===== src/pkg/uir_defs.svh =====
`ifndef UIR_DEFS_SVH
`define UIR_DEFS_SVH

// ----------------------------------------------------------------
// register map, byte addresses on the 32-bit register bus
// ----------------------------------------------------------------
`define UIR_ADDR_W         8
`define UIR_OFS_SKIP       8'h14
`define UIR_OFS_STATUS     8'h20
`define UIR_OFS_ENABLE     8'h24
`define UIR_OFS_FORCE      8'h28
`define UIR_OFS_ROUTE      8'h2c
`define UIR_OFS_CAPS       8'h30
`define UIR_OFS_NAK_CTRL   8'h40

// ----------------------------------------------------------------
// reset values, field positions and masks
// ----------------------------------------------------------------
`define UIR_RST_WORD       32'h0000_0000
`define UIR_RST_NAK        4'h0
`define UIR_RST_FLAG       1'b0
`define UIR_EP_BITS        30
`define UIR_BIT_CTRL_OUT   0
`define UIR_BIT_CTRL_IN    1
`define UIR_BIT_FRAME      30
`define UIR_BIT_DEVICE     31
`define UIR_SKIP_MASK      32'h3fff_ffff
`define UIR_CAP_PAD        24'h00_0000
`define UIR_RESP_OKAY      2'b00
`define UIR_RESP_SLVERR    2'b10

// ----------------------------------------------------------------
// timing: frame period in microseconds, clock in MHz
// ----------------------------------------------------------------
`define UIR_FRAME_TIME_US  1000
`define UIR_CLK_MHZ        40
`define UIR_FRAME_CYCLES   (`UIR_FRAME_TIME_US * `UIR_CLK_MHZ)

`endif


===== src/pkg/uir_pkg.sv =====
package uir_pkg;
   typedef logic [31:0] uir_word_t;

   // capability word, low byte; upper bits read as zero
   typedef struct packed {
      logic       toggle_debug_present;
      logic       double_buf_capable;
      logic       single_buf_capable;
      logic [4:0] endpoint_count;
   } uir_caps_t;

   // interrupt-on-NAK options
   typedef struct packed {
      logic nak_irq_generic_in;
      logic nak_irq_generic_out;
      logic nak_irq_ctrl_in;
      logic nak_irq_ctrl_out;
   } uir_nak_cfg_t;
endpackage


===== src/pkg/uir_reg_if.sv =====
`timescale 1ns/1ps
`include "uir_defs.svh"
// register access strobes between the bus slave and the register file
interface uir_reg_if;
   logic                     wr_en;
   logic [`UIR_ADDR_W-1:0]   wr_addr;
   uir_pkg::uir_word_t       wr_data;
   logic [3:0]               wr_strb;
   logic                     wr_err;
   logic                     rd_en;
   logic [`UIR_ADDR_W-1:0]   rd_addr;
   uir_pkg::uir_word_t       rd_data;
   logic                     rd_err;
   modport bus  (output wr_en, wr_addr, wr_data, wr_strb, rd_en, rd_addr,
                 input wr_err, rd_data, rd_err);
   modport regs (input wr_en, wr_addr, wr_data, wr_strb, rd_en, rd_addr,
                 output wr_err, rd_data, rd_err);
endinterface


===== src/core/uir_axil_slave.sv =====
`timescale 1ns/1ps
`include "uir_defs.svh"
module uir_axil_slave (
   input  wire logic                   clk,
   input  wire logic                   reset_n,
   input  wire logic                   ce,
   input  wire logic [`UIR_ADDR_W-1:0] awaddr,
   input  wire logic                   awvalid,
   output logic                        awready,
   input  wire logic [31:0]            wdata,
   input  wire logic [3:0]             wstrb,
   input  wire logic                   wvalid,
   output logic                        wready,
   output logic [1:0]                  bresp,
   output logic                        bvalid,
   input  wire logic                   bready,
   input  wire logic [`UIR_ADDR_W-1:0] araddr,
   input  wire logic                   arvalid,
   output logic                        arready,
   output logic [31:0]                 rdata,
   output logic [1:0]                  rresp,
   output logic                        rvalid,
   input  wire logic                   rready,
   uir_reg_if.bus                      regs
);
   logic [`UIR_ADDR_W-1:0] aw_q, next_aw_q, ar_q, next_ar_q;
   logic [31:0]            w_q, next_w_q, next_rdata;
   logic [3:0]             s_q, next_s_q;
   logic                   next_awready, next_wready, next_bvalid;
   logic                   next_arready, next_rvalid;
   logic [1:0]             next_bresp, next_rresp;

   // --------------------------------------------------------------
   // access strobes: a held address and data pair fires once
   // --------------------------------------------------------------
   assign regs.wr_en   = !awready && !wready && !bvalid;
   assign regs.wr_addr = aw_q;
   assign regs.wr_data = w_q;
   assign regs.wr_strb = s_q;
   assign regs.rd_en   = !arready && !rvalid;
   assign regs.rd_addr = ar_q;

   // ready drops after each handshake and returns once the response is accepted,
   // so only one write and one read are ever in flight
   always_comb begin
      next_aw_q    = aw_q;
      next_w_q     = w_q;
      next_s_q     = s_q;
      next_ar_q    = ar_q;
      next_awready = awready;
      next_wready  = wready;
      next_bvalid  = bvalid;
      next_bresp   = bresp;
      next_arready = arready;
      next_rvalid  = rvalid;
      next_rdata   = rdata;
      next_rresp   = rresp;
      if (awvalid && awready) begin
         next_aw_q    = awaddr;
         next_awready = 1'b0;
      end
      if (wvalid && wready) begin
         next_w_q    = wdata;
         next_s_q    = wstrb;
         next_wready = 1'b0;
      end
      if (regs.wr_en) begin
         next_bvalid = 1'b1;
         next_bresp  = regs.wr_err ? `UIR_RESP_SLVERR : `UIR_RESP_OKAY;
      end else if (bvalid && bready) begin
         next_bvalid  = 1'b0;
         next_awready = 1'b1;
         next_wready  = 1'b1;
      end
      if (arvalid && arready) begin
         next_ar_q    = araddr;
         next_arready = 1'b0;
      end
      if (regs.rd_en) begin
         next_rvalid = 1'b1;
         next_rdata  = regs.rd_data;
         next_rresp  = regs.rd_err ? `UIR_RESP_SLVERR : `UIR_RESP_OKAY;
      end else if (rvalid && rready) begin
         next_rvalid  = 1'b0;
         next_arready = 1'b1;
      end
   end

   always_ff @(posedge clk or negedge reset_n) begin
      if (!reset_n) begin
         aw_q    <= '0;
         w_q     <= `UIR_RST_WORD;
         s_q     <= '0;
         ar_q    <= '0;
         awready <= 1'b1;
         wready  <= 1'b1;
         bvalid  <= 1'b0;
         bresp   <= `UIR_RESP_OKAY;
         arready <= 1'b1;
         rvalid  <= 1'b0;
         rdata   <= `UIR_RST_WORD;
         rresp   <= `UIR_RESP_OKAY;
      end else if (ce) begin
         aw_q    <= next_aw_q;
         w_q     <= next_w_q;
         s_q     <= next_s_q;
         ar_q    <= next_ar_q;
         awready <= next_awready;
         wready  <= next_wready;
         bvalid  <= next_bvalid;
         bresp   <= next_bresp;
         arready <= next_arready;
         rvalid  <= next_rvalid;
         rdata   <= next_rdata;
         rresp   <= next_rresp;
      end
   end
endmodule


===== src/core/uir_event_gen.sv =====
`timescale 1ns/1ps
`include "uir_defs.svh"
module uir_event_gen #(
   parameter int FRAME_CYCLES = `UIR_FRAME_CYCLES,
   parameter int CNT_W        = 16,
   parameter int N_FLAGS      = 4
) (
   input  wire logic                     clk,
   input  wire logic                     reset_n,
   input  wire logic                     ce,
   input  wire logic [`UIR_EP_BITS-1:0]  buf_deactivated,
   input  wire logic [`UIR_EP_BITS-1:0]  skip_done,
   input  wire logic [`UIR_EP_BITS-1:0]  nak_sent,
   input  wire logic                     setup_received,
   input  wire uir_pkg::uir_nak_cfg_t    nak_cfg,
   input  wire logic                     bus_power_stable,
   input  wire logic                     pullup_connected,
   input  wire logic [N_FLAGS-1:0]       state_flags,
   output logic [31:0]                   hw_set
);
   logic [CNT_W-1:0]       frame_cnt, next_frame_cnt;
   logic [N_FLAGS-1:0]     flags_prev;
   logic                   frame_tick;
   logic [`UIR_EP_BITS-1:0] nak_en;

   // --------------------------------------------------------------
   // millisecond timer, free running so the tick keeps its phase
   // --------------------------------------------------------------
   assign frame_tick = (frame_cnt == CNT_W'(FRAME_CYCLES - 1));
   always_comb begin
      next_frame_cnt = frame_tick ? '0 : frame_cnt + 1'b1;
   end

   always_ff @(posedge clk or negedge reset_n) begin
      if (!reset_n) begin
         frame_cnt  <= '0;
         flags_prev <= '0;
      end else if (ce) begin
         frame_cnt  <= next_frame_cnt;
         flags_prev <= state_flags;
      end
   end

   // per-bit NAK option: even endpoint bits are OUT, odd are IN
   genvar i;
   generate
      for (i = 0; i < `UIR_EP_BITS; i++) begin : g_nak
         if (i == `UIR_BIT_CTRL_OUT) begin : g_co
            assign nak_en[i] = nak_cfg.nak_irq_ctrl_out; // RL4
         end else if (i == `UIR_BIT_CTRL_IN) begin : g_ci
            assign nak_en[i] = nak_cfg.nak_irq_ctrl_in; // RL4
         end else if (i % 2 == 0) begin : g_go
            assign nak_en[i] = nak_cfg.nak_irq_generic_out; // RL4
         end else begin : g_gi
            assign nak_en[i] = nak_cfg.nak_irq_generic_in; // RL4
         end
      end
   endgenerate

   // event vector: one cycle per occurrence
   always_comb begin
      hw_set = '0;
      hw_set[`UIR_EP_BITS-1:0] = buf_deactivated | skip_done // RL1 RL2 RL3 RL15
                               | (nak_sent & nak_en); // RL4
      hw_set[`UIR_BIT_CTRL_OUT] = hw_set[`UIR_BIT_CTRL_OUT] | setup_received; // RL1
      hw_set[`UIR_BIT_FRAME] = frame_tick && bus_power_stable && pullup_connected; // RL5
      hw_set[`UIR_BIT_DEVICE] = |(state_flags & ~flags_prev); // RL6
   end
endmodule


===== src/core/uir_top.sv =====
// Our own choice: register access over AXI4-Lite.
`timescale 1ns/1ps
`include "uir_defs.svh"
// How it works
// RL1: control OUT bit on count zero, skip, setup
// RL2: control IN bit on count zero or skip
// RL3: endpoint bits 2-29 set when buffer deactivates
// RL4: NAK options also set matching endpoint bit
// RL5: frame bit each millisecond while powered, connected
// RL6: bit 31 on any device status change; code sets it only when a state flag rises from 0 to 1
// RL7: status resets zero, clears on written one
// RL8: interrupt where enable and status both set
// RL9: force-set register writes ones into status
// RL10: force-set register reads back the status
// RL11: routing bit picks normal or fast line
// RL12: capabilities bits 4:0 give endpoint count
// RL13: capabilities bits 5, 6 give buffering support
// RL14: bit 7 toggle debug flag, rest zero
// RL15: skip request deactivates buffer, clears, interrupts
// RL16: each line ORs its routed, enabled bits
// RL17: hardware set beats a same-cycle clear
module uir_top #(
   parameter int         FRAME_CYCLES       = `UIR_FRAME_CYCLES,
   parameter int         N_FLAGS            = 4,
   parameter logic [4:0] ENDPOINT_COUNT     = 5'h1c,
   parameter logic       SINGLE_BUF_CAPABLE = 1'b1,
   parameter logic       DOUBLE_BUF_CAPABLE = 1'b1,
   parameter logic       TOGGLE_DEBUG       = 1'b1
) (
   input  wire logic                    CLK,
   input  wire logic                    RESET_N,
   input  wire logic                    CE,
   input  wire logic [`UIR_ADDR_W-1:0]  AWADDR,
   input  wire logic                    AWVALID,
   output logic                         AWREADY,
   input  wire logic [31:0]             WDATA,
   input  wire logic [3:0]              WSTRB,
   input  wire logic                    WVALID,
   output logic                         WREADY,
   output logic [1:0]                   BRESP,
   output logic                         BVALID,
   input  wire logic                    BREADY,
   input  wire logic [`UIR_ADDR_W-1:0]  ARADDR,
   input  wire logic                    ARVALID,
   output logic                         ARREADY,
   output logic [31:0]                  RDATA,
   output logic [1:0]                   RRESP,
   output logic                         RVALID,
   input  wire logic                    RREADY,
   input  wire logic [`UIR_EP_BITS-1:0] BUF_DEACTIVATED,
   input  wire logic [`UIR_EP_BITS-1:0] SKIP_DONE,
   input  wire logic [`UIR_EP_BITS-1:0] NAK_SENT,
   input  wire logic                    SETUP_RECEIVED,
   input  wire logic                    BUS_POWER_STABLE,
   input  wire logic                    PULLUP_CONNECTED,
   input  wire logic [N_FLAGS-1:0]      DEVICE_STATE_FLAGS,
   output logic [`UIR_EP_BITS-1:0]      SKIP_REQUEST,
   output logic                         NORMAL_INTERRUPT_LINE,
   output logic                         FAST_INTERRUPT_LINE
);
   // --------------------------------------------------------------
   // state and wiring
   // --------------------------------------------------------------
   uir_reg_if regs ();

   uir_pkg::uir_word_t    status, next_status;
   uir_pkg::uir_word_t    enable, next_enable;
   uir_pkg::uir_word_t    route, next_route;
   uir_pkg::uir_word_t    skip, next_skip;
   uir_pkg::uir_nak_cfg_t nak_cfg, next_nak_cfg;
   uir_pkg::uir_caps_t    caps;
   uir_pkg::uir_word_t    hw_set, wr_mask, clr_mask, force_mask, pending;
   logic                  next_normal, next_fast;
   logic                  wr_status, wr_force, wr_enable, wr_route;
   logic                  wr_skip, wr_nak;

   // fixed capability word
   assign caps.endpoint_count       = ENDPOINT_COUNT; // RL12
   assign caps.single_buf_capable   = SINGLE_BUF_CAPABLE; // RL13
   assign caps.double_buf_capable   = DOUBLE_BUF_CAPABLE; // RL13
   assign caps.toggle_debug_present = TOGGLE_DEBUG; // RL14

   // --------------------------------------------------------------
   // bus slave and event collection
   // --------------------------------------------------------------
   uir_axil_slave i_uir_axil_slave (
      .clk     (CLK),
      .reset_n (RESET_N),
      .ce      (CE),
      .awaddr  (AWADDR),
      .awvalid (AWVALID),
      .awready (AWREADY),
      .wdata   (WDATA),
      .wstrb   (WSTRB),
      .wvalid  (WVALID),
      .wready  (WREADY),
      .bresp   (BRESP),
      .bvalid  (BVALID),
      .bready  (BREADY),
      .araddr  (ARADDR),
      .arvalid (ARVALID),
      .arready (ARREADY),
      .rdata   (RDATA),
      .rresp   (RRESP),
      .rvalid  (RVALID),
      .rready  (RREADY),
      .regs    (regs)
   );

   uir_event_gen #(
      .FRAME_CYCLES (FRAME_CYCLES),
      .N_FLAGS      (N_FLAGS)
   ) i_uir_event_gen (
      .clk              (CLK),
      .reset_n          (RESET_N),
      .ce               (CE),
      .buf_deactivated  (BUF_DEACTIVATED),
      .skip_done        (SKIP_DONE),
      .nak_sent         (NAK_SENT),
      .setup_received   (SETUP_RECEIVED),
      .nak_cfg          (nak_cfg),
      .bus_power_stable (BUS_POWER_STABLE),
      .pullup_connected (PULLUP_CONNECTED),
      .state_flags      (DEVICE_STATE_FLAGS),
      .hw_set           (hw_set)
   );

   // --------------------------------------------------------------
   // write decode; byte strobes gate every bit that a write touches
   // --------------------------------------------------------------
   assign wr_mask   = {{8{regs.wr_strb[3]}}, {8{regs.wr_strb[2]}},
                       {8{regs.wr_strb[1]}}, {8{regs.wr_strb[0]}}};
   assign wr_status = regs.wr_en && (regs.wr_addr == `UIR_OFS_STATUS);
   assign wr_enable = regs.wr_en && (regs.wr_addr == `UIR_OFS_ENABLE);
   assign wr_force  = regs.wr_en && (regs.wr_addr == `UIR_OFS_FORCE);
   assign wr_route  = regs.wr_en && (regs.wr_addr == `UIR_OFS_ROUTE);
   assign wr_skip   = regs.wr_en && (regs.wr_addr == `UIR_OFS_SKIP);
   assign wr_nak    = regs.wr_en && (regs.wr_addr == `UIR_OFS_NAK_CTRL);
   assign clr_mask   = wr_status ? (regs.wr_data & wr_mask) : `UIR_RST_WORD; // RL7
   assign force_mask = wr_force ? (regs.wr_data & wr_mask) : `UIR_RST_WORD; // RL9
   assign pending    = status & enable; // RL8

   // writes to the read-only capability word are accepted and dropped
   assign regs.wr_err = !(wr_status || wr_enable || wr_force || wr_route
                          || wr_skip || wr_nak
                          || regs.wr_addr == `UIR_OFS_CAPS);

   // --------------------------------------------------------------
   // register next values
   // --------------------------------------------------------------
   always_comb begin
      // clear first, then both set sources, so an event never gets lost
      next_status = (status & ~clr_mask) | hw_set | force_mask; // RL7 RL9 RL17
      next_enable = wr_enable ? ((enable & ~wr_mask) | (regs.wr_data & wr_mask))
                              : enable; // RL8
      next_route  = wr_route ? ((route & ~wr_mask) | (regs.wr_data & wr_mask))
                             : route; // RL11
      // engine completion clears the request; a new write in the same
      // cycle is lost for that bit, the engine has already acted on it
      next_skip   = wr_skip ? ((skip & ~wr_mask) | (regs.wr_data & wr_mask)) : skip;
      next_skip   = next_skip & ~{2'b00, SKIP_DONE} & `UIR_SKIP_MASK; // RL15
      next_nak_cfg = nak_cfg;
      if (wr_nak && regs.wr_strb[0]) begin
         next_nak_cfg = uir_pkg::uir_nak_cfg_t'(regs.wr_data[3:0]); // RL4
      end
      // registered lines: one cycle behind the status word
      next_normal = |(pending & ~route); // RL11 RL16
      next_fast   = |(pending & route); // RL11 RL16
   end

   always_ff @(posedge CLK or negedge RESET_N) begin
      if (!RESET_N) begin
         status                <= `UIR_RST_WORD; // RL7
         enable                <= `UIR_RST_WORD; // RL8
         route                 <= `UIR_RST_WORD; // RL11
         skip                  <= `UIR_RST_WORD;
         nak_cfg               <= uir_pkg::uir_nak_cfg_t'(`UIR_RST_NAK);
         NORMAL_INTERRUPT_LINE <= `UIR_RST_FLAG;
         FAST_INTERRUPT_LINE   <= `UIR_RST_FLAG;
      end else if (CE) begin
         status                <= next_status;
         enable                <= next_enable;
         route                 <= next_route;
         skip                  <= next_skip;
         nak_cfg               <= next_nak_cfg;
         NORMAL_INTERRUPT_LINE <= next_normal;
         FAST_INTERRUPT_LINE   <= next_fast;
      end
   end

   // the request register is a flop, so the output needs no extra stage
   assign SKIP_REQUEST = skip[`UIR_EP_BITS-1:0]; // RL15

   // --------------------------------------------------------------
   // read mux; reads have no side effect on any register
   // --------------------------------------------------------------
   always_comb begin
      regs.rd_data = `UIR_RST_WORD;
      regs.rd_err  = 1'b0;
      unique case (regs.rd_addr)
         `UIR_OFS_STATUS:   regs.rd_data = status;
         `UIR_OFS_ENABLE:   regs.rd_data = enable;
         `UIR_OFS_FORCE:    regs.rd_data = status; // RL10
         `UIR_OFS_ROUTE:    regs.rd_data = route;
         `UIR_OFS_SKIP:     regs.rd_data = skip;
         `UIR_OFS_CAPS:     regs.rd_data = {`UIR_CAP_PAD, caps}; // RL12 RL13 RL14
         `UIR_OFS_NAK_CTRL: regs.rd_data = {28'h000_0000, nak_cfg};
         default:           regs.rd_err  = 1'b1;
      endcase
   end
endmodule


===== config.mk =====
export PLATFORM = sky130hd
export DESIGN_NAME = uir_top
export DESIGN_NICKNAME = d
export VERILOG_FILES = /design/src/pkg/uir_pkg.sv /design/src/pkg/uir_reg_if.sv /design/src/core/uir_axil_slave.sv /design/src/core/uir_event_gen.sv /design/src/core/uir_top.sv
export VERILOG_INCLUDE_DIRS = /design/src /design/src/pkg
export SDC_FILE = /design/constraint.sdc
export NUM_CORES = 1
export LEC_CHECK = 0
export ABC_AREA = 1
export BUFFER_PORTS_ARGS = -buffer_cell sky130_fd_sc_hd__buf_2
export CAP_MARGIN = 20
export CELL_PAD_IN_SITES_DETAIL_PLACEMENT = 0
export CELL_PAD_IN_SITES_GLOBAL_PLACEMENT = 1
export CORE_UTILIZATION = 35
export DETAILED_ROUTE_END_ITERATION = 12
export PLACE_DENSITY_LB_ADDON = 0.1
export SETUP_SLACK_MARGIN = 0.5
export SYNTH_ARGS = -nofsm -noshare
export SYNTH_HDL_FRONTEND = slang
export SYNTH_HIERARCHICAL = 1
export SYNTH_SLANG_ARGS = --single-unit
export TNS_END_PERCENT = 100

===== constraint.sdc =====
create_clock -name CLK -period 2.52 [get_ports CLK]
set_clock_uncertainty 0.2 [all_clocks]
set_input_delay 0 -clock CLK [delete_from_list [all_inputs] [get_ports CLK]]
set_output_delay 0 -clock CLK [all_outputs]
set_load 0.005 [all_outputs]

==> results_dict.tcl, run 1 <==
set metrics [dict create \
    hold_path.class "input port to flop" \
    placement_row_count 70 \
    dpl-instance-area_um2 14900 \
    timing_hold_violations_final 0 \
    clkTransAtPathRegs_ps 60 \
    layout_min_cycle_time_ps 1970 \
    synth_area_per_cell_um2 7.55 \
    routed-via-count 13600 \
    worstSkewPairLatency_ps 570 \
    routed_wirelength_mm 50.3 \
    finalSetupViolations 0 \
    worst-setup-path-type "flop to flop" \
    initial_utilization 0.358 \
    fp.dieH_um 196 \
    detail-route-antenna-nets 0 \
    worst-endpoint-arrival_ps 2210 \
    place_worst_setup_slack_ps 240 \
    grt_pass1_wl_mm 77.8 \
    clock-root-buffer "sky130_fd_sc_hd__clkbuf_16" \
    status "complete, no violations" \
    gp_congestion 0.820 \
    critPathCaptureType "flop" \
    synth_sequential_area_ratio 0.461 \
    worst_slew_pin_slew_ps 1070 \
    max_slew_violation_total_from_the_final_report 0 \
    synth_cells 1750 \
    antenna_cells 0 \
    avgViaCountPerCell 4.90 \
    tritoncts "yes" \
    final_cell_mix "sky130_fd_sc_hd__nand2_1 (654), sky130_fd_sc_hd__dfrtp_1 (236), sky130_fd_sc_hd__dlygate4sd3_1 (230), sky130_fd_sc_hd__buf_2 (225), sky130_fd_sc_hd__nand3_1 (214)" \
    fmax_mhz 509 \
    synth.lib_cells_used.distinct 40 \
    vias_in_the_first_global_route 13700 \
    drcViolationCount 0 \
    first_iter_violations 764 \
    worstRegToRegCells 7 \
    hold-path-endpoint "i_uir_axil_slave/regs.wr_data[31]" \
    fin_tns_setup_ps 0 \
    area_growth_pct 42.9 \
    hold_path_depth 4 \
    cp-start-kind "flop" \
    floorplan.die.width_um 196 \
    ff2ff_setup_slack_ps 550 \
    async_flop_share 1.00 \
    global_route.overflow_total 0 \
    worst_setup_margin_ps 554 \
    max-slew-margin-rel 0.284 \
    tritoncts.num_buffers 30 \
    grt_setup_unrepaired "yes" \
    antenna_found_initial 0 \
    clock_path_buffers 3 \
    fin_area_um2 18900 \
    synth_warnings 6 \
    critical_path.reg2reg.startpoint "i_uir_axil_slave/regs.wr_addr[1]" \
    fin_nets 2393 \
    die_area_um2 38500 \
    drv_cap 0 \
    worst-endpoint-required_ps 2770 \
    synth_edf_count 0 \
    netlist_area_um2 13200 \
    ys.flop_type "sky130_fd_sc_hd__dfrtp_1" \
    hpwlAfterDp_mm 32.5 \
    route.detailed.wl_per_inst_um 18.2 \
    placeableCoreArea_um2 36900 \
    grt_start_max_net_pins 91 \
    drive_above_1_share 0.212 \
    io_pins 230 \
    clkSinkCount 243 \
    leak_pwr_nw 9.49 \
    final.period_utilization 0.780 \
    synth-seq-cells 243 \
    crit_fanout 16 \
    nFillCells 3628 \
    cts-htree-levels 1 \
    detailedRoute.firstPassIterationCount 6 \
    power_per_cell_area_nw_per_um2 737 \
    track_usage 0.262 \
    holdCritStartpoint "WDATA[31]" \
    numPortBuffers 227 \
    most_common_cell_after_layout_fill_and_taps_aside "sky130_fd_sc_hd__nand2_1" \
    vdd_ir_drop_max_uv 525 \
]
## final cells by class
cell class                 instances  area [µm²]  share of cell area
timing repair buffer             530        4310               0.228
multi-input combinational       1288        6380               0.338
sequential                       243        6090               0.323
inverter                         142         541              0.0286
clock inverter                     2        13.8            0.000729
tap                              504         631              0.0334
clock buffer                      54         912              0.0483
## critical path: stages, from the launching register on
cell,delay (ps)
sky130_fd_sc_hd__dfrtp_1,380
sky130_fd_sc_hd__inv_1,110
sky130_fd_sc_hd__nand2_2,100
sky130_fd_sc_hd__nor3_4,320
sky130_fd_sc_hd__buf_8,240
sky130_fd_sc_hd__nand3_4,240
sky130_fd_sc_hd__nand2_1,170
sky130_fd_sc_hd__o21ai_2,60
## metal layers
metal  vias to the layer above  track usage  share of wire
li1                       6677            -              -
met1                      6465        0.358           0.46
met2                       331        0.432           0.47
met3                        77       0.0339          0.042
met4                         0       0.0793          0.029
met5                         -            0              0
## timing repair
action	4_1_cts	5_1_grt
gates cloned	1	3
resized for setup	25	62
setup endpoints to repair	158	171
buffers inserted	9	20
hold endpoints to repair	450	0
pin swaps	5	15
hold buffers	233	0
## worst max path at each step
stage / start / endpoint / slack [ps] / cells after the start
after floorplan: i_uir_axil_slave/wready / i_uir_axil_slave/bresp[1] / 530 / 13
after global placement: i_uir_axil_slave/bvalid / flop / 290 / 6
after detailed placement: i_uir_axil_slave/bvalid / flop / 240 / 6
after CTS: i_uir_axil_slave/bvalid / skip[15] / 440 / 9
after global routing: i_uir_axil_slave/wready / flop / 420 / 8
final: i_uir_axil_slave/regs.wr_addr[1] / flop / 550 / 7
## power breakdown
part	leakage, nW	total [W]	switching (W)	internal [W]
combinational	5.96	0.00428	0.00268	0.00160
clock	0.447	0.00412	0.00171	0.00241
sequential	3.08	0.00551	0.000885	0.00463
total	9.49	0.0139	0.00527	0.00864
## Yosys cell counts, types with 3 or more instances
library cell | instances | share of area
sky130_fd_sc_hd__nand2_1 | 663 | 0.19
sky130_fd_sc_hd__dfrtp_1 | 240 | 0.45
sky130_fd_sc_hd__nand3_1 | 218 | 0.083
sky130_fd_sc_hd__inv_1 | 129 | 0.037
sky130_fd_sc_hd__nor2_1 | 91 | 0.026
sky130_fd_sc_hd__o21ai_0 | 66 | 0.025
sky130_fd_sc_hd__o21ai_2 | 56 | 0.037
sky130_fd_sc_hd__nand4_1 | 35 | 0.017
sky130_fd_sc_hd__buf_2 | 32 | 0.012
sky130_fd_sc_hd__a211o_1 | 29 | 0.019
sky130_fd_sc_hd__clkbuf_1 | 27 | 0.0077
sky130_fd_sc_hd__a21oi_1 | 26 | 0.0099
sky130_fd_sc_hd__nand3b_1 | 14 | 0.0080
sky130_fd_sc_hd__nand3_2 | 12 | 0.0091
sky130_fd_sc_hd__o21ai_1 | 11 | 0.0042
sky130_fd_sc_hd__a22oi_1 | 10 | 0.0057
sky130_fd_sc_hd__inv_2 | 10 | 0.0028
sky130_fd_sc_hd__buf_4 | 9 | 0.0051
sky130_fd_sc_hd__nand2_2 | 9 | 0.0043
sky130_fd_sc_hd__buf_6 | 8 | 0.0068
sky130_fd_sc_hd__nor2_2 | 8 | 0.0038
sky130_fd_sc_hd__nor3_1 | 8 | 0.0030
sky130_fd_sc_hd__nor2_4 | 6 | 0.0051
sky130_fd_sc_hd__buf_1 | 3 | 0.00085
sky130_fd_sc_hd__clkinv_1 | 3 | 0.00085
sky130_fd_sc_hd__dfstp_2 | 3 | 0.0060
sky130_fd_sc_hd__nor3_2 | 3 | 0.0023
sky130_fd_sc_hd__nor3_4 | 3 | 0.0037
sky130_fd_sc_hd__xnor2_1 | 3 | 0.0020
sky130_fd_sc_hd__xor2_1 | 3 | 0.0020
## cells by family after synthesis
logic type | Yosys count | share of synthesized area
XOR/XNOR | 6 | 0.00398
other | 1 | 0.000284
flip-flops | 243 | 0.461
buffers and inverters | 221 | 0.0730
AND/OR/NAND/NOR | 1077 | 0.358
adder cells (fa/ha/maj) | 1 | 0.000947
AO/OA/AOI/OAI | 201 | 0.103
## through the flow
| step | util | power (W) | hold WS (ps) | cells |
|---|---|---|---|---|
| after detailed placement | 0.405 | 0.00900 | -248 | 2441 |
| after global placement | 0.405 | 0.00895 | -247 | 2441 |
| after CTS | 0.500 | 0.0137 | 0.756 | 2740 |
| final | 0.512 | 0.0139 | 15.2 | 2763 |
| after global routing | 0.512 | 0.0147 | 23.8 | 2763 |
| after floorplan | - | 0.00748 | -496 | 1751 |
No activity file was read; power rests on OpenSTA's default activity.
==> run 2: changes to the inputs <==
--- a/config.mk
+++ b/config.mk
@@ -6,7 +6,7 @@
 export SDC_FILE = /design/constraint.sdc
 export NUM_CORES = 1
 export LEC_CHECK = 0
-export ABC_AREA = 1
+export ABC_AREA = 0
 export BUFFER_PORTS_ARGS = -buffer_cell sky130_fd_sc_hd__buf_2
 export CAP_MARGIN = 20
 export CELL_PAD_IN_SITES_DETAIL_PLACEMENT = 0
==> constraint.sdc (replaced) <==
create_clock -name CLK -period 1.6 [get_ports CLK]
set_clock_uncertainty 0.2 [all_clocks]
set_input_delay 0 -clock CLK [delete_from_list [all_inputs] [get_ports CLK]]
set_output_delay 0 -clock CLK [all_outputs]
set_load 0.005 [all_outputs]
==> run 2 against run 1 <==
Final area is 5.3% higher. Via count down 19%. Setup slack lost 1200 ps. Global-route usage shrank 2.0 points. Maximum frequency decreased by 12%. Cell count is 24% lower. Synthesized area is 8.1% lower. The flow now finishes with violations (negative hold slack, negative setup slack). Routed wire length is 14% lower. Synthesized cell count shrank 41%. Flip-flop and latch count is the same. Register-to-register slack worse by 1200 ps. Core utilization rose by 7.6 points.
==> results_dict.tcl, run 2 <==
set metrics [dict create \
    power_per_cell_area_nw_per_um2 1160 \
    grt_setup_unrepaired "yes" \
    crit_fanout 8 \
    status "finished, violations left" \
    io_pins 230 \
    worst-endpoint-arrival_ps 2480 \
    critical-path-slowest-cell "sky130_fd_sc_hd__or3_4" \
    numPortBuffers 227 \
    detailedRoute.firstPassIterationCount 5 \
    place_worst_setup_slack_ps -773 \
    synth_area_per_cell_um2 11.7 \
    fraction_of_the_core_area_covered_by_cells_at_the_end_of_the_flow 0.588 \
    clock_path_buffers 3 \
    synth_warnings 6 \
    worstPathCellList "or3_4 -> buf_6 -> buf_8 -> nor4_4 -> buf_4 -> buf_12 -> o21ai_4 -> o2bb2ai_2" \
    final.period_utilization 1.40 \
    combined_buffer_and_inverter_count_along_the_critical_path 4 \
    fmax_mhz 447 \
    routed-via-count 11000 \
    grt_start_max_net_pins 52 \
    routed_wirelength_mm 43.2 \
    max-slew-margin-rel 0.642 \
    drive_above_1_share 0.502 \
    max_stage_delay_ps 400 \
    vias_in_the_first_global_route 11400 \
    finalSetupViolations 206 \
    nFillCells 2828 \
    worstSkewPairLatency_ps 550 \
    hpwlAfterDp_mm 29.9 \
    route.detailed.wl_per_inst_um 20.5 \
    fp.dieH_um 188 \
    floorplan.die.width_um 188 \
    max_slew_violation_total_from_the_final_report 0 \
    fin_nets 1795 \
    fin_area_um2 19900 \
    track_usage 0.242 \
    first_iter_violations 469 \
    worst-setup-path-type "flop to flop" \
    most_common_cell_after_layout_fill_and_taps_aside "sky130_fd_sc_hd__dfrtp_1" \
    leak_pwr_nw 9.08 \
    worst_setup_margin_ps -638 \
    final_cell_mix "sky130_fd_sc_hd__dfrtp_1 (229), sky130_fd_sc_hd__buf_2 (220), sky130_fd_sc_hd__dlygate4sd3_1 (164), sky130_fd_sc_hd__buf_4 (145), sky130_fd_sc_hd__mux2_2 (91)" \
    cp-start-kind "flop" \
    initial_utilization 0.359 \
    die_area_um2 35400 \
    failed_checks "negative hold slack, negative setup slack" \
    dpl-instance-area_um2 15500 \
    clkTransAtPathRegs_ps 60 \
    clock-root-buffer "sky130_fd_sc_hd__clkbuf_16" \
    avgViaCountPerCell 5.23 \
    hold_path.class "input port to flop" \
    drv_cap 0 \
    finalHoldWorstSlack_ps -357 \
    layout.cells.non_filler 2105 \
    cts-htree-levels 1 \
    placeableCoreArea_um2 33800 \
    vdd_ir_drop_max_uv 1060 \
    drcViolationCount 0 \
    tritoncts "yes" \
    detail-route-antenna-nets 0 \
    antenna_found_initial 0 \
    worst-endpoint-required_ps 1840 \
    path_delay_family "simple AND/OR/NAND/NOR gates" \
    tritoncts.num_buffers 28 \
    worst_slew_pin_slew_ps 538 \
    clkSinkCount 243 \
    dp_cells 1813 \
    grt_pass1_wl_mm 66.5 \
    synth_cells 1040 \
    antenna_cells 0 \
    critPathCaptureType "flop" \
    placement_row_count 67 \
    netlist_area_um2 12100 \
    layout_min_cycle_time_ps 2240 \
    ff2ff_setup_slack_ps -640 \
    global_route.overflow_total 0 \
    timing_hold_violations_final 79 \
    area_growth_pct 63.7 \
    gp_congestion 0.796 \
]
-- run 2: final cells by class --
type / count / area (µm²) / share of cell area
multi-input cells: 735 / 6990 / 0.352
flip-flops and latches: 243 / 6100 / 0.307
repair buffers: 615 / 5150 / 0.259
clock buffers: 38 / 810 / 0.0407
well taps: 448 / 561 / 0.0282
clock inverters: 12 / 210 / 0.0106
inverters: 14 / 52.6 / 0.00264
-- run 2: final timing paths --
path | from | end | depth (start not counted)
worst max-delay path | i_uir_axil_slave/regs.wr_addr[0] | skip[14] | 8
worst min-delay path | BUF_DEACTIVATED[0] | status[0] | 3
worst max register to register | i_uir_axil_slave/regs.wr_addr[0] | skip[14] | 8
worst min register to register | i_uir_axil_slave/rdata[6] | i_uir_axil_slave/rdata[6] | 1
max in group asynchronous | RESET_N | i_uir_axil_slave/awready | 3
min in group asynchronous | RESET_N | skip[4] | 2
-- run 2: worst register-to-register path, stage by stage (launching register included) --
cell and delay, ps:
sky130_fd_sc_hd__dfrtp_1 390, sky130_fd_sc_hd__or3_4 400, sky130_fd_sc_hd__buf_6 120, sky130_fd_sc_hd__buf_8 120
sky130_fd_sc_hd__nor4_4 340, sky130_fd_sc_hd__buf_4 210, sky130_fd_sc_hd__buf_12 140, sky130_fd_sc_hd__o21ai_4 70
sky130_fd_sc_hd__o2bb2ai_2 140
-- run 2: power by group --
part / switching, W / internal [W]
Clock: 0.00264 / 0.00448
Sequential: 0.00149 / 0.00720
Combinational: 0.00328 / 0.00392
-- run 2: timing repair --
item                       in CTS  in global routing
buffers inserted               43                 30
pin swaps                      80                 34
setup endpoints to repair     308                314
resized for setup             165                 96
hold buffers                  165                  1
cloned                          1                  3
hold endpoints to repair      400                 89
-- run 2: metal layers --
metal,GRT usage,wire [µm]
met1,0.327,19600
met4,0.0563,1080
met2,0.412,20900
met5,0,0
met3,0.0309,1680
-- run 2: stage by stage --
step           power, W  setup TNS [ps]
6_report         0.0230          -91370
5_1_grt          0.0241         -101370
4_1_cts          0.0226          -84520
3_5_place_dp     0.0144          -95520
3_3_place_gp     0.0143          -93150
2_1_floorplan    0.0114          -84170
==> run 3: changes to the inputs <==
--- a/config.mk
+++ b/config.mk
@@ -14,6 +14,7 @@
 export CORE_UTILIZATION = 35
 export DETAILED_ROUTE_END_ITERATION = 12
 export PLACE_DENSITY_LB_ADDON = 0.1
+export RECOVER_POWER = 100
 export SETUP_SLACK_MARGIN = 0.5
 export SYNTH_ARGS = -nofsm -noshare
 export SYNTH_HDL_FRONTEND = slang
==> run 3 against run 2 <==
Worst hold slack better by 2.6 ps. Highest routed layer unchanged. Global-route usage stayed put. Routed wire length is 0.16% higher. The flow still finishes with violations (negative hold slack, negative setup slack). Count of clock-buffer cells in the layout stayed put. Setup slack worse by 7.1 ps. First-iteration DRC count is 8.7% higher. Critical path depth stayed put. Maximum frequency is 0.32% lower. Flip-flop and latch count stayed put. Die area stayed put. Final area is 1.1% lower.
==> results_dict.tcl, run 3 (synthesis results as in run 2) <==
set metrics [dict create \
    status "finished, violations left" \
    failed_checks "negative hold slack, negative setup slack" \
    report.power.total_w 0.0229 \
    gp_congestion 0.796 \
    startpoint "i_uir_axil_slave/regs.wr_addr[0]" \
    cts-htree-levels 1 \
    floorplan.die.width_um 188 \
    layout_min_cycle_time_ps 2250 \
    hpwlAfterDp_mm 29.9 \
    finalSetupViolations 218 \
    avgViaCountPerCell 5.26 \
    tritoncts "yes" \
    critical_path.reg2reg.startpoint "i_uir_axil_slave/regs.wr_addr[0]" \
    worst-setup-path-type "flop to flop" \
    clock-root-buffer "sky130_fd_sc_hd__clkbuf_16" \
    numPortBuffers 227 \
    vdd_ir_drop_max_uv 1060 \
    route.detailed.wl_per_inst_um 20.6 \
    clkTransAtPathRegs_ps 60 \
    fin_tns_setup_ps -92470 \
    path_delay_family "simple AND/OR/NAND/NOR gates" \
    vias_in_the_first_global_route 11400 \
    worstPathCellList "or3_4 -> buf_6 -> buf_8 -> nor4_4 -> buf_4 -> buf_12 -> o21ai_4 -> o2bb2ai_2" \
    die_area_um2 35400 \
    grt_setup_unrepaired "yes" \
    cp-start-kind "flop" \
    drcViolationCount 0 \
    drive_above_1_share 0.480 \
    clkSinkCount 243 \
    worst-endpoint-required_ps 1840 \
    antenna_cells 0 \
    grt_pass1_wl_mm 66.5 \
    placeableCoreArea_um2 33800 \
    drv_cap 0 \
    combined_buffer_and_inverter_count_along_the_critical_path 4 \
    fmax_mhz 445 \
    worst_setup_margin_ps -645 \
    nFillCells 2871 \
    grt_start_max_net_pins 52 \
    tritoncts.num_buffers 28 \
    global_route.overflow_total 0 \
    leak_pwr_nw 8.92 \
    clock_path_buffers 3 \
    antenna_found_initial 0 \
    area_growth_pct 62.0 \
    worstSkewPairLatency_ps 560 \
    fp.dieH_um 188 \
    timing_hold_violations_final 80 \
    worst-endpoint-arrival_ps 2480 \
    fin_nets 1795 \
    most_common_cell_after_layout_fill_and_taps_aside "sky130_fd_sc_hd__dfrtp_1" \
    io_pins 230 \
    first_iter_violations 510 \
    worst_slew_pin_slew_ps 779 \
    final_cell_mix "sky130_fd_sc_hd__dfrtp_1 (231), sky130_fd_sc_hd__buf_2 (196), sky130_fd_sc_hd__dlygate4sd3_1 (164), sky130_fd_sc_hd__buf_4 (143), sky130_fd_sc_hd__mux2_2 (91)" \
    routed-via-count 11100 \
    hold_path.class "input port to flop" \
    initial_utilization 0.359 \
    final.period_utilization 1.40 \
    power_per_cell_area_nw_per_um2 1160 \
    placement_row_count 67 \
    critical-path-slowest-cell "sky130_fd_sc_hd__or3_4" \
    max_stage_delay_ps 400 \
    crit_fanout 8 \
    max-slew-margin-rel 0.481 \
    track_usage 0.242 \
    holdCritStartpoint "BUF_DEACTIVATED[0]" \
    finalHoldWorstSlack_ps -355 \
    max_slew_violation_total_from_the_final_report 0 \
    detail-route-antenna-nets 0 \
    critPathCaptureType "flop" \
    detailedRoute.firstPassIterationCount 5 \
    routed_wirelength_mm 43.3 \
]
run 3: stage by stage:
stage	util	std cells	setup WS (ps)	instance area (µm²)
2_1_floorplan	-	1041	-705	12600
3_3_place_gp	0.458	1813	-747	15500
3_5_place_dp	0.458	1813	-773	15500
4_1_cts	0.567	2072	-582	19100
5_1_grt	0.582	2105	-675	19700
6_report	0.582	2105	-645	19700
run 3: cell type report:
cell class,instances,area (µm²),share of cell area
clock inverter,12,210,0.0107
sequential,243,6100,0.310
inverter,14,52.6,0.00267
multi-input combinational,735,6940,0.353
tap,448,561,0.0285
timing repair buffer,615,4990,0.254
clock buffer,38,810,0.0412
run 3: where the power goes:
group,leakage [nW],internal (W),switching [W]
Sequential,3.05,0.00719,0.00147
Combinational,5.36,0.00382,0.00326
Clock,0.506,0.00448,0.00265
Total,8.92,0.0155,0.00739
run 3: path summary, 6_finish.rpt:
path / end / slack, ps / depth (start not counted)
setup / recovery: skip[14] / -650 / 8
hold / removal: status[0] / -350 / 3
setup reg to reg: skip[14] / -650 / 8
hold reg to reg: i_uir_axil_slave/rdata[6] / 300 / 1
max in group asynchronous: skip[26] / 240 / 3
min in group asynchronous: skip[6] / -100 / 2
run 3: worst register-to-register path: cells and delay by family (launching register included):
family	cells	cell delay, ps
buffers and inverters	4	590
AOI/OAI and AO/OA	2	210
DFF	1	390
and+or+nand+nor	2	740
run 3: layer usage:
metal | up-vias | GRT usage | wire length, µm
li1 | 5144 | - | -
met2 | 267 | 0.412 | 20900
met1 | 5593 | 0.327 | 19600
met3 | 65 | 0.0309 | 1740
met4 | 0 | 0.0563 | 1120
met5 | - | 0 | 0
run 3: repair_timing:
item,in CTS,in global routing
pin swaps,80,34
gates resized for setup,165,96
cloned,1,3
setup endpoints to repair,308,314
hold buffers,165,1
hold endpoints to repair,400,89
setup buffers,43,30
